`src/hw/spgp_cfg.svh`:
```
// Offsets, reset values and field positions of the six-pin port.
`ifndef SPGP_CFG_SVH
`define SPGP_CFG_SVH
`define SPGP_OFS_PIN_LEVELS 2'h0
`define SPGP_OFS_OUTPUT_LATCH 2'h1
`define SPGP_OFS_DIRECTION 2'h2
`define SPGP_OFS_OVERRIDE_EN 2'h3
`define SPGP_RST_DIRECTION 5'h1F
`define SPGP_RST_LATCH 5'h00
`define SPGP_RST_LATCH5 1'h0
`define SPGP_BIT_INPUT_ONLY 5
`define SPGP_BIDIR_PINS 5
`endif

```
`src/hw/spgp_pkg.sv`:
```
// Types shared by the six-pin port.
`default_nettype none
package spgp_pkg;
   // Peripheral requests toward the pins.
   typedef struct packed {
      logic cc3_out_en;
      logic cc3_out;
      logic ser2_en;
      logic ser2_sync;
      logic ser2_slave;
      logic ser2_tx_clk;
      logic ser2_dt_drive;
      logic ser2_dt_out;
      logic cc4_out_en;
      logic cc4_out;
      logic cc5_out_en;
      logic cc5_out;
      logic pwm3a_en;
      logic pwm3a_out;
      logic pwm3d_en;
      logic pwm3d_out;
      logic pwm1d_en;
      logic pwm1d_out;
      logic pwm_shutdown_tri;
   } spgp_periph_s;

   // Pin values handed back to the peripherals.
   typedef struct packed {
      logic cc3_capture;
      logic ser2_clk_in;
      logic ser2_rx;
      logic cc4_capture;
      logic cc5_capture;
   } spgp_periph_in_s;

   typedef struct packed {
      logic [4:0] direction;
      logic [4:0] latch;
      logic latch5;
      logic [5:0] sync1;
      logic [5:0] sync2;
      logic [5:0] sync3;
      logic [5:0] pins;
      logic [31:0] readdata;
      logic rd_done;
   } spgp_state_s;
endpackage
`default_nettype wire

```
`src/hw/spgp_port.sv`:
```
// Six-pin port, five pins bidirectional and pin 5 input-only, with peripheral overrides and Avalon-MM slave.
//
// The implementer's own choices: the register addresses and the Avalon-MM interface to the registers.
`timescale 1ns/10ps
`default_nettype none
`include "spgp_cfg.svh"
module spgp_port (
   input wire logic clk,
   input wire logic reset_n,
   input wire logic [1:0] avs_address,
   input wire logic avs_read,
   input wire logic avs_write,
   input wire logic [31:0] avs_writedata,
   input wire logic [3:0] avs_byteenable,
   output logic [31:0] avs_readdata,
   output logic avs_waitrequest,
   input wire logic reset_pin_select_cfg,
   input wire logic [5:0] pin_in,
   output logic [4:0] pin_out,
   output logic [4:0] pin_oe,
   output logic master_clear_in,
   input wire logic vpp_high_detect,
   output logic prog_entry_detect,
   input wire spgp_pkg::spgp_periph_s periph,
   output spgp_pkg::spgp_periph_in_s periph_in
);
   spgp_pkg::spgp_state_s state;
   spgp_pkg::spgp_state_s next_state;
   logic [4:0] drv_en;
   logic [4:0] drv_val;
   logic [7:0] rd_byte;
   logic wr_low;

   // Builds one zero-padded read byte from a field and its bit 5.
   function automatic logic [7:0] spgp_pack(input logic [4:0] lo,
                                            input logic b5);
      spgp_pack = {2'h0, b5, lo};
   endfunction

   //////////////////////////////////////////////////////////////////////////
   // Pin driver selection, per-pin peripheral priority.
   always_comb begin
      drv_en = ~state.direction;
      drv_val = state.latch;
      // Pin 0: unit 3 output beats enhanced PWM channel and port.
      if (periph.cc3_out_en) begin
         drv_en[0] = 1'h1;
         drv_val[0] = periph.cc3_out;
      end else if (periph.pwm3a_en) begin
         drv_en[0] = ~periph.pwm_shutdown_tri;
         drv_val[0] = periph.pwm3a_out;
      end
      // Pin 1: transmit data, or clock out unless a sync slave.
      if (periph.ser2_en && !(periph.ser2_sync && periph.ser2_slave)) begin
         drv_en[1] = 1'h1;
         drv_val[1] = periph.ser2_tx_clk;
      end
      // Pin 2: sync data driven by the serial unit when it transmits.
      if (periph.ser2_en && periph.ser2_sync && periph.ser2_dt_drive) begin
         drv_en[2] = 1'h1;
         drv_val[2] = periph.ser2_dt_out;
      end else if (periph.ser2_en) begin
         drv_en[2] = 1'h0;
      end
      // Pin 3: unit 4 output, then enhanced PWM channel D.
      if (periph.cc4_out_en) begin
         drv_en[3] = 1'h1;
         drv_val[3] = periph.cc4_out;
      end else if (periph.pwm3d_en) begin
         drv_en[3] = ~periph.pwm_shutdown_tri;
         drv_val[3] = periph.pwm3d_out;
      end
      // Pin 4: unit 5 output, then enhanced PWM unit 1 channel.
      if (periph.cc5_out_en) begin
         drv_en[4] = 1'h1;
         drv_val[4] = periph.cc5_out;
      end else if (periph.pwm1d_en) begin
         drv_en[4] = ~periph.pwm_shutdown_tri;
         drv_val[4] = periph.pwm1d_out;
      end
   end

   //////////////////////////////////////////////////////////////////////////
   // Read data multiplexer.
   always_comb begin
      case (avs_address)
         `SPGP_OFS_PIN_LEVELS: begin
            rd_byte = spgp_pack(state.pins[4:0],
                                state.pins[5] & ~reset_pin_select_cfg);
         end
         `SPGP_OFS_OUTPUT_LATCH: begin
            rd_byte = spgp_pack(state.latch,
                                state.latch5 & ~reset_pin_select_cfg);
         end
         `SPGP_OFS_DIRECTION: begin
            rd_byte = spgp_pack(state.direction, 1'h0);
         end
         `SPGP_OFS_OVERRIDE_EN: begin
            rd_byte = spgp_pack(drv_en, 1'h0);
         end
         default: begin
            rd_byte = 8'h00;
         end
      endcase
   end

   //////////////////////////////////////////////////////////////////////////
   // Next state: synchroniser, register writes and read answer.
   always_comb begin
      next_state = state;
      wr_low = avs_write && avs_byteenable[0];
      // Three-stage pin sampler; a level counts once stages two and three agree.
      next_state.sync1 = pin_in;
      next_state.sync2 = state.sync1;
      next_state.sync3 = state.sync2;
      for (int i = 0; i < 6; i++) begin
         if (state.sync2[i] == state.sync3[i]) begin
            next_state.pins[i] = state.sync3[i];
         end
      end
      // Writes to the level or latch register both load the latch.
      if (wr_low && (avs_address == `SPGP_OFS_PIN_LEVELS ||
                     avs_address == `SPGP_OFS_OUTPUT_LATCH)) begin
         next_state.latch = avs_writedata[4:0];
         next_state.latch5 = avs_writedata[`SPGP_BIT_INPUT_ONLY];
      end
      if (wr_low && avs_address == `SPGP_OFS_DIRECTION) begin
         next_state.direction = avs_writedata[4:0];
      end
      // Reads answer one cycle after the request, then release.
      next_state.rd_done = avs_read && !state.rd_done;
      if (avs_read && !state.rd_done) begin
         next_state.readdata = {24'h000000, rd_byte};
      end
      if (!reset_n) begin
         next_state.direction = `SPGP_RST_DIRECTION;
         next_state.latch = `SPGP_RST_LATCH;
         next_state.latch5 = `SPGP_RST_LATCH5;
         next_state.sync1 = 6'h00;
         next_state.sync2 = 6'h00;
         next_state.sync3 = 6'h00;
         next_state.pins = 6'h00;
         next_state.readdata = 32'h00000000;
         next_state.rd_done = 1'h0;
      end
   end

   // State register, synchronous reset applied in the next-state logic.
   always_ff @(posedge clk) begin
      state <= next_state;
   end

   //////////////////////////////////////////////////////////////////////////
   // Outputs.
   assign avs_waitrequest = avs_read && !state.rd_done;
   assign avs_readdata = state.readdata;
   assign pin_oe = drv_en;
   assign pin_out = drv_val;
   // Pin 5 goes to reset logic only when selected, active low as a pin.
   assign master_clear_in = reset_pin_select_cfg & ~state.pins[5];
   assign prog_entry_detect = vpp_high_detect;
   // Capture and serial inputs see the sampled pins.
   assign periph_in.cc3_capture = state.pins[0];
   assign periph_in.ser2_clk_in = state.pins[1];
   assign periph_in.ser2_rx = state.pins[2];
   assign periph_in.cc4_capture = state.pins[3];
   assign periph_in.cc5_capture = state.pins[4];
endmodule // spgp_port
`default_nettype wire

```
`config.mk`:
```
export PLATFORM = sky130hd
export DESIGN_NAME = spgp_port
export DESIGN_NICKNAME = d
export VERILOG_FILES = /design/src/hw/spgp_pkg.sv /design/src/hw/spgp_port.sv
export VERILOG_INCLUDE_DIRS = /design/src /design/src/hw
export SDC_FILE = /design/constraint.sdc
export NUM_CORES = 1
export LEC_CHECK = 0
export ABC_AREA = 1
export BUFFER_PORTS_ARGS = -buffer_cell sky130_fd_sc_hd__buf_2
export CORE_ASPECT_RATIO = 0.8
export CORE_UTILIZATION = 39
export DETAILED_ROUTE_END_ITERATION = 8
export PLACE_DENSITY = 0.76
export RECOVER_POWER = 100
export REMOVE_ABC_BUFFERS = 1
export SETUP_SLACK_MARGIN = 0.3
export SYNTH_ARGS = -nofsm -noshare
export SYNTH_HDL_FRONTEND = slang
export SYNTH_SLANG_ARGS = --single-unit
```
`constraint.sdc`:
```
create_clock -name clk -period 0.9 [get_ports clk]
set_input_delay 0.09 -clock clk [delete_from_list [all_inputs] [get_ports clk]]
set_output_delay 0.09 -clock clk [all_outputs]
set_load 0.02 [all_outputs]
```
==> results of run 1 <==
-- cell families after synthesis --
| family | share of synthesized area [%] |
|---|---|
| and+or+nand+nor | 20.4 |
| buffers and inverters | 25.5 |
| AOI/OAI and AO/OA | 12.7 |
| DFF | 41.2 |
| other | 0.184 |
-- registers in the layout (all words and copies together), names as in the netlist --
| name | cells |
|---|---|
| avs_readdata | 6 |
| periph_in | 5 |
| state | 31 |
-- what timing repair did --
action | in CTS | in global routing
setup buffers | 15 | 9
pin swaps | 38 | 19
endpoints found under the setup margin | 47 | 47
hold endpoints to repair | 6 | 6
gates cloned | 1 | 0
gates resized for setup | 129 | 45
-- Yosys cell counts --
library cell,count,area (sq um)
nand4_1,1,6.26
or3_1,1,6.26
o21ai_1,4,20.0
buf_6,3,33.8
conb_1,1,3.75
nor2_2,2,12.5
inv_2,3,11.3
dfxtp_1,42,841
o211ai_1,6,45.0
nor3_1,5,25.0
nand2_1,65,244
nand3_1,5,25.0
buf_8,1,15.0
a21oi_2,1,8.76
nor2_4,1,11.3
inv_1,41,154
o21ai_0,10,50.1
buf_4,38,285
a21oi_1,27,135
buf_2,4,20.0
nor2_1,23,86.3
-- worst max-delay path by stage --
stage	cells after the start	start	to
3_5_place_dp	5	avs_address[1]	state[58]
4_1_cts	3	state[58]	pin_out[0]
5_1_grt	4	state[67]	pin_oe[4]
6_report	4	state[67]	pin_oe[4]
3_3_place_gp	5	avs_address[1]	state[58]
2_1_floorplan	3	periph_in[0]	avs_readdata[4]
-- layer usage --
layer	track usage, %	wire length, microns	up-vias
li1	-	-	971
met1	19.8	2220	914
met2	31.7	2750	66
met3	4.34	255	17
met4	10.6	198	0
met5	0	0	-
-- power by group through the flow --
stage | Combinational (W) | Sequential, W | Clock, W
after floorplan | 0.000350 | 0.00202 | 0
after global routing | 0.000967 | 0.00198 | 0.00194
after global placement | 0.000615 | 0.00200 | 0
after detailed placement | 0.000625 | 0.00201 | 0
final | 0.000899 | 0.00198 | 0.00186
after CTS | 0.000791 | 0.00197 | 0.00188
-- metrics by stage --
step	std cells	power [W]	TNS [ns]	hold WS, ns	setup slack (ns)
2_1_floorplan	263	0.00237	-0.235	0.180	-0.0750
3_3_place_gp	394	0.00262	-0.350	0.180	-0.0683
3_5_place_dp	394	0.00263	-0.698	0.180	-0.103
4_1_cts	418	0.00465	-1.86	-0.0464	-0.176
5_1_grt	427	0.00489	-2.78	-0.0313	-0.196
6_report	427	0.00474	-1.98	-0.0397	-0.164
-- worst max-delay path: stages (launching register included) --
cell,delay [ns]
dfxtp_1,0.33
inv_2,0.05
nand2_2,0.06
nand3_2,0.08
buf_6,0.14
-- layout make-up --
type                            instances  area, sq um  share of cell area, %
Clock buffer                            6         82.6                   2.76
Tap cell                               62         77.6                   2.59
Multi-Input combinational cell        177          955                   31.9
Sequential cell                        42          876                   29.2
Timing Repair Buffer                   93          756                   25.2
Timing Repair inverter                  1         7.51                  0.251
Clock inverter                          2         60.1                   2.00
Inverter                               44          183                   6.10
==> run metrics, run 1 <==
status=finished, violations left; violated checks=negative hold slack, negative setup slack; vias per inst=4.61; period utilisation layout=118%; routed len/inst=12.7 microns; clock sinks=42; # IOs=119; Syn-to-layout area delta=46.9%; Post-Route Utilization=59.8%; Peak VDD IR=728 uV; DRC Markers=0; most common cell after layout, fill and taps aside=nand2_1; first-pass GRT wire length=7.60 mm; crit path kind=reg -> out; H-tree depth=2; TritonCTS clock tree=done; GPL Wtd Cong=0.756; via count=1968; Worst Path Arrival=0.97 ns; Initial Utilization=40.7%; r2r setup slk=-0.11 ns; initial antenna violation count=0; Clock Pin Slew Worst Setup and Hold Paths=0.09 ns; Reg-to-Reg End=avs_readdata[1]; row count=23; HPWL Detailed=3.02 mm; final setup margin=-0.164 ns; Setup Skew=0.00639 ns; worst-case clock buffer depth=2; Slew Viols, Final=0; endpoint class of the critical path=primary output; critical path required time=0.81 ns; clock root buffer=clkbuf_8; hold_ws=-0.0397 ns; Post-Synthesis Cells=284; Net count, final=433; Min-Delay Path Depth=3; sequential area share after synthesis=41.2%; Final Setup Violations=19; gr ovfl total=0; core area=5010 sq um; fin crit period=1.06 ns; most frequent cells in the layout=nand2_1 (49), buf_2 (35), buf_6 (33), inv_1 (31), conb_1 (26); Total GRT Usage=17.9%; largest net degree at the start of global routing=14; leakage=1.52 nW; HP Class=in -> reg; RSZ-0062 raised after global routing=yes; worst-case hold path end point=state[54]; sw frac=26.3%; ANT cells=0; Routed Wire Length=5.42 mm; worst-path fanout max=2; power share of the combinational group=19.0%; final hold vios=6; Cell variety after synth=21; Flop pwr share=41.7%; post-layout instance area=3000 sq um; Worst R2R Start=state[0]; Switch Pwr=0.00125 W; Die X=82.9 microns; Clock power frac=39.3%; die footprint=5520 sq um; HP Start=pin_in[3]; input/output buffers=61; highest clock rate=940 MHz; die height=66.7 microns; total clock buffers created by CTS=5; worst r2r path cells=5; Post-DRT Antenna Nets=0; Ys Warns=0; post-place instance area=2230 sq um; Max-cap violations=0; Synth Register Bits=42; Layout fillers=443; layout cells sized above 1=51.5%; pwr/cell area=1580 nW/um^2; vias in the first global route=1735; Detailed Route Iter0 Violations=159; Syn Std Cell Area=2040 sq um; Int Pwr=0.00349 W; Avg Inst Size Synth=7.18 sq um; clk_lat worst skew=0.31 ns; startpoint types=register; Initial DRT Pass Iterations=4
Power figures use the tool's default switching activity.
==> run 2, diff against run 1 <==
SETUP_SLACK_MARGIN = 0.1   (was 0.3)
TNS_END_PERCENT = 5   (was default)
==> run 2 against run 1 <==
The flow finishes with violations (negative setup slack). Clock power about the same. Clock skew about the same. Critical path depth down 1. First-iteration DRC count down 25%. Design area down 12%. Fmax up 0.57%. Setup slack better by 0.0060 ns. Sequential power about the same. Global-route usage down 1.7 points.
==> run metrics, run 2 (same netlist as run 1, synthesis figures left out) <==
Max-cap violations=0; HPWL Detailed=3.02 mm; leakage=1.39 nW; vias in the first global route=1610; Initial DRT Pass Iterations=4; final setup margin=-0.158 ns; post-place instance area=2230 sq um; CP Cell Sequence=nor2_4, buf_6, buf_6; RSZ-0062 raised after global routing=yes; post-layout instance area=2640 sq um; H-tree depth=2; final hold vios=0; Slew Viols, Final=0; Detailed Route Iter0 Violations=119; Top cell by count, worst path=buf_6; ANT cells=0; # IOs=119; Peak VDD IR=719 uV; row count=23; slowest cell on the critical path=dfxtp_2; initial antenna violation count=0; TritonCTS clock tree=done; first-pass GRT wire length=6.94 mm; Worst path max stage delay=0.33 ns; Post-DRT Antenna Nets=0; core area=5010 sq um; hold_ws=0.0141 ns; layout cells sized above 1=34.9%; crit path kind=reg -> out; vias per inst=4.35; critical path required time=0.81 ns; clock root buffer=clkbuf_8; Total GRT Usage=16.2%; clk_lat worst skew=0.30 ns; die footprint=5520 sq um; worst-path fanout max=3; largest net degree at the start of global routing=14; Final Setup Violations=21; Layout fillers=493; total clock buffers created by CTS=5; Setup Skew=0.00672 ns; violated checks=negative setup slack; max reg flops=31; DRC Markers=0; Buf/Inv on CP=2; Die X=82.9 microns; clock sinks=42; input/output buffers=61; Routed Wire Length=4.25 mm; die height=66.7 microns; most frequent cells in the layout=nand2_1 (59), inv_1 (37), buf_2 (37), conb_1 (26), dfxtp_1 (25); most common cell after layout, fill and taps aside=nand2_1; total negative slack=-1.78 ns; gr ovfl total=0; endpoint class of the critical path=primary output; pwr/cell area=1730 nW/um^2; Clock Pin Slew Worst Setup and Hold Paths=0.08 ns; status=finished, violations left; startpoint types=register; Worst Path Arrival=0.97 ns; routed len/inst=10.4 microns; Net count, final=415; GPL Wtd Cong=0.756; fin crit period=1.06 ns; Crit path max-delay family=flip-flops; Biggest register=state; period utilisation layout=118%; HP Class=in -> reg; Syn-to-layout area delta=29.6%; worst-case clock buffer depth=2; via count=1781; Initial Utilization=40.7%; highest clock rate=945 MHz
-- run 2: cell types whose count changed in the layout (fill, tap and decap cells not counted), sizes merged --
cell / previous run / this run
buf: 89 / 69
clkinv: 1 / 0
dlygate4sd3: 0 / 6
clkbuf: 10 / 7
inv: 43 / 44
clkinvlp: 1 / 0
-- run 2: through the flow --
step	util (%)	setup slack, ns	total power [W]	instances
floorplan	-	-0.0750	0.00237	263
global route	52.8	-0.199	0.00474	409
detailed placement	44.6	-0.103	0.00263	394
finish	52.8	-0.158	0.00456	409
global placement	44.6	-0.0683	0.00262	394
CTS	51.9	-0.176	0.00457	409
-- run 2: worst reg2reg max path: stages, from the launching register on --
cell,delay (ns)
dfxtp_2,0.33
inv_2,0.04
nand2_2,0.05
nand3_2,0.08
buf_4,0.14
nand2_1,0.05
nand2_1,0.05
nand2_1,0.05
a21oi_1,0.05
-- run 2: path summary, 6_finish.rpt --
check / start / to / slack, ns / cells after the start
hold / removal: avs_writedata[1] / state[64] / 0.01 / 3
setup / recovery: state[0] / avs_waitrequest / -0.16 / 3
setup reg to reg: state[63] / avs_readdata[0] / -0.06 / 8
hold reg to reg: state[51] / state[45] / 0.41 / 2
-- run 2: metal layers --
layer	vias to the layer above	share of wire, %	track usage [%]
met3	10	5.4	4.46
met4	0	2.4	9.05
li1	933	-	-
met2	48	48	28.2
met1	790	44	18.1
met5	-	0	0
-- run 2: timing repair --
item,4_1_cts,5_1_grt
hold endpoints to repair,6,0
gates resized for setup,59,32
pin swaps,8,0
setup buffers,1,0
endpoints found under the setup margin,29,32
hold buffers,6,0
-- run 2: final cells by class --
class / instances / area [sq um] / share of cell area, %
Sequential cell: 42 / 865 / 32.7
Multi-Input combinational cell: 177 / 826 / 31.3
Tap cell: 62 / 77.6 / 2.94
Clock buffer: 6 / 82.6 / 3.13
Clock inverter: 2 / 60.1 / 2.27
Inverter: 44 / 165 / 6.25
Timing Repair Buffer: 76 / 567 / 21.4
-- run 2: power by group --
part | total [W] | switching (W) | internal [W] | leakage (nW)
Combinational | 0.000741 | 0.000443 | 0.000297 | 0.972
Sequential | 0.00197 | 0.0000370 | 0.00193 | 0.348
Clock | 0.00185 | 0.000668 | 0.00118 | 0.0714
Total | 0.00456 | 0.00115 | 0.00342 | 1.39
==> run 3, diff against run 2 <==
RECOVER_POWER = default   (was 100)
==> run 3 against run 2 <==
The flow still finishes with violations (negative setup slack). Worst hold slack better by 0.00051 ns. Via count stayed put. Sequential power hardly changed. Critical path depth stayed put. Critical path type unchanged. Highest routed layer unchanged.
==> run metrics, run 3 (same netlist as run 1, synthesis figures left out) <==
status=finished, violations left; violated checks=negative setup slack; worst-path fanout max=3; post-place instance area=2230 sq um; final setup margin=-0.153 ns; period utilisation layout=117%; most frequent cells in the layout=nand2_1 (59), buf_2 (38), inv_1 (35), conb_1 (26); row count=23; # IOs=119; HPWL Detailed=3.02 mm; Slew Viols, Final=0; Reg-to-Reg End=avs_readdata[0]; layout cells sized above 1=37.5%; HP Start=avs_writedata[1]; startpoint types=register; clock root buffer=clkbuf_8; max reg flops=31; DRC Markers=0; Post-Route Utilization=53.3%; Biggest register=state; Reg area=878 sq um; gr ovfl total=0; worst r2r path cells=8; GPL Wtd Cong=0.756; Net count, final=415; Setup WS pre-CTS=-0.103 ns; Clock Pin Slew Worst Setup and Hold Paths=0.08 ns; Layout fillers=485; worst-case clock buffer depth=2; H-tree depth=2; crit path kind=reg -> out; Total GRT Usage=16.2%; critical path required time=0.81 ns; first-pass GRT wire length=6.94 mm; final hold vios=0; initial antenna violation count=0; clock sinks=42; pwr/cell area=1710 nW/um^2; Multi-input gate area=831 sq um; Syn-to-layout area delta=30.9%; Initial DRT Pass Iterations=4; ANT cells=0; Final Setup Violations=17; routing usage on met3=4.46%; HP Class=in -> reg; most common cell after layout, fill and taps aside=nand2_1; met2 usage=28.2%; Min-Delay Path Depth=3; Worst R2R Start=state[63]; TritonCTS clock tree=done; total clock buffers created by CTS=5; clk_lat worst skew=0.30 ns; via count=1781; Setup Skew=0.00626 ns; busiest metal layer after global routing=met2; global-route met1 utilization=18.1%; input/output buffers=61; Worst Path Arrival=0.96 ns; Initial Utilization=40.7%; Max-cap violations=0; worst-case hold path end point=state[64]; RSZ-0062 raised after global routing=yes; vias in the first global route=1610; Detailed Route Iter0 Violations=130; Post-DRT Antenna Nets=0; highest clock rate=950 MHz; core area=5010 sq um; leakage=1.39 nW; Routed Wire Length=4.24 mm; routed len/inst=10.4 microns; post-layout instance area=2670 sq um; endpoint class of the critical path=primary output; die footprint=5520 sq um; largest net degree at the start of global routing=14; vias per inst=4.35; die height=66.7 microns; fin crit period=1.05 ns; r2r setup slk=-0.06 ns; Die X=82.9 microns; Peak VDD IR=726 uV
[run 3: changes by cell type in the layout (fill, tap and decap cells not counted), sizes merged]
cell / previous run / this run
buf: 69 / 70
clkbuf: 7 / 6
[run 3: how the worst max path moves through the flow]
stage,start,endpoint,slack (ns),cells past startpoint
3_3_place_gp,avs_address[1],state[58],-0.07,5
5_1_grt,state[0],avs_waitrequest,-0.20,3
6_report,state[0],avs_waitrequest,-0.15,3
3_5_place_dp,avs_address[1],state[58],-0.10,5
2_1_floorplan,periph_in[0],avs_readdata[4],-0.07,3
4_1_cts,state[58],pin_out[0],-0.18,3
[run 3: layout make-up]
cell class / instances / share of cell area (%)
well taps: 62 / 2.91
clock buffers: 6 / 3.09
clock inverters: 2 / 2.25
repair buffers: 76 / 21.5
multi-input cells: 177 / 31.1
inverters: 44 / 6.19
flip-flops and latches: 42 / 32.9
[run 3: timing repair]
action | 4_1_cts | 5_1_grt
setup buffers | 1 | 0
resized for setup | 59 | 32
pin swaps | 8 | 0
hold buffers | 6 | 0
setup endpoints to repair | 29 | 32
hold endpoints to repair | 6 | 0
[run 3: report_power, final]
group / internal (W) / leakage, nW / switching [W] / total, W
sequential: 0.00193 / 0.351 / 0.0000379 / 0.00196
clock: 0.00118 / 0.0714 / 0.000674 / 0.00186
combinational: 0.000301 / 0.970 / 0.000445 / 0.000746
[run 3: critical path, stage by stage (launching register included)]
cell and delay (ns):
dfxtp_2 0.33, nor2_4 0.10, buf_6 0.12, buf_6 0.11
[run 3: per-stage QoR]
stage,hold WS [ns],total power [W],TNS (ns),instances
floorplan,0.180,0.00237,-0.235,263
detailed placement,0.180,0.00263,-0.698,394
CTS,0.0102,0.00457,-1.89,409
global route,0.0204,0.00473,-2.60,409
global placement,0.180,0.00262,-0.350,394
finish,0.0146,0.00457,-1.61,409
[run 3: metal layers]
| metal | vias to the layer above | routed length [microns] |
|---|---|---|
| li1 | 938 | - |
| met1 | 781 | 1870 |
| met2 | 52 | 2030 |
| met3 | 10 | 240 |
| met4 | 0 | 101 |
| met5 | - | 0 |
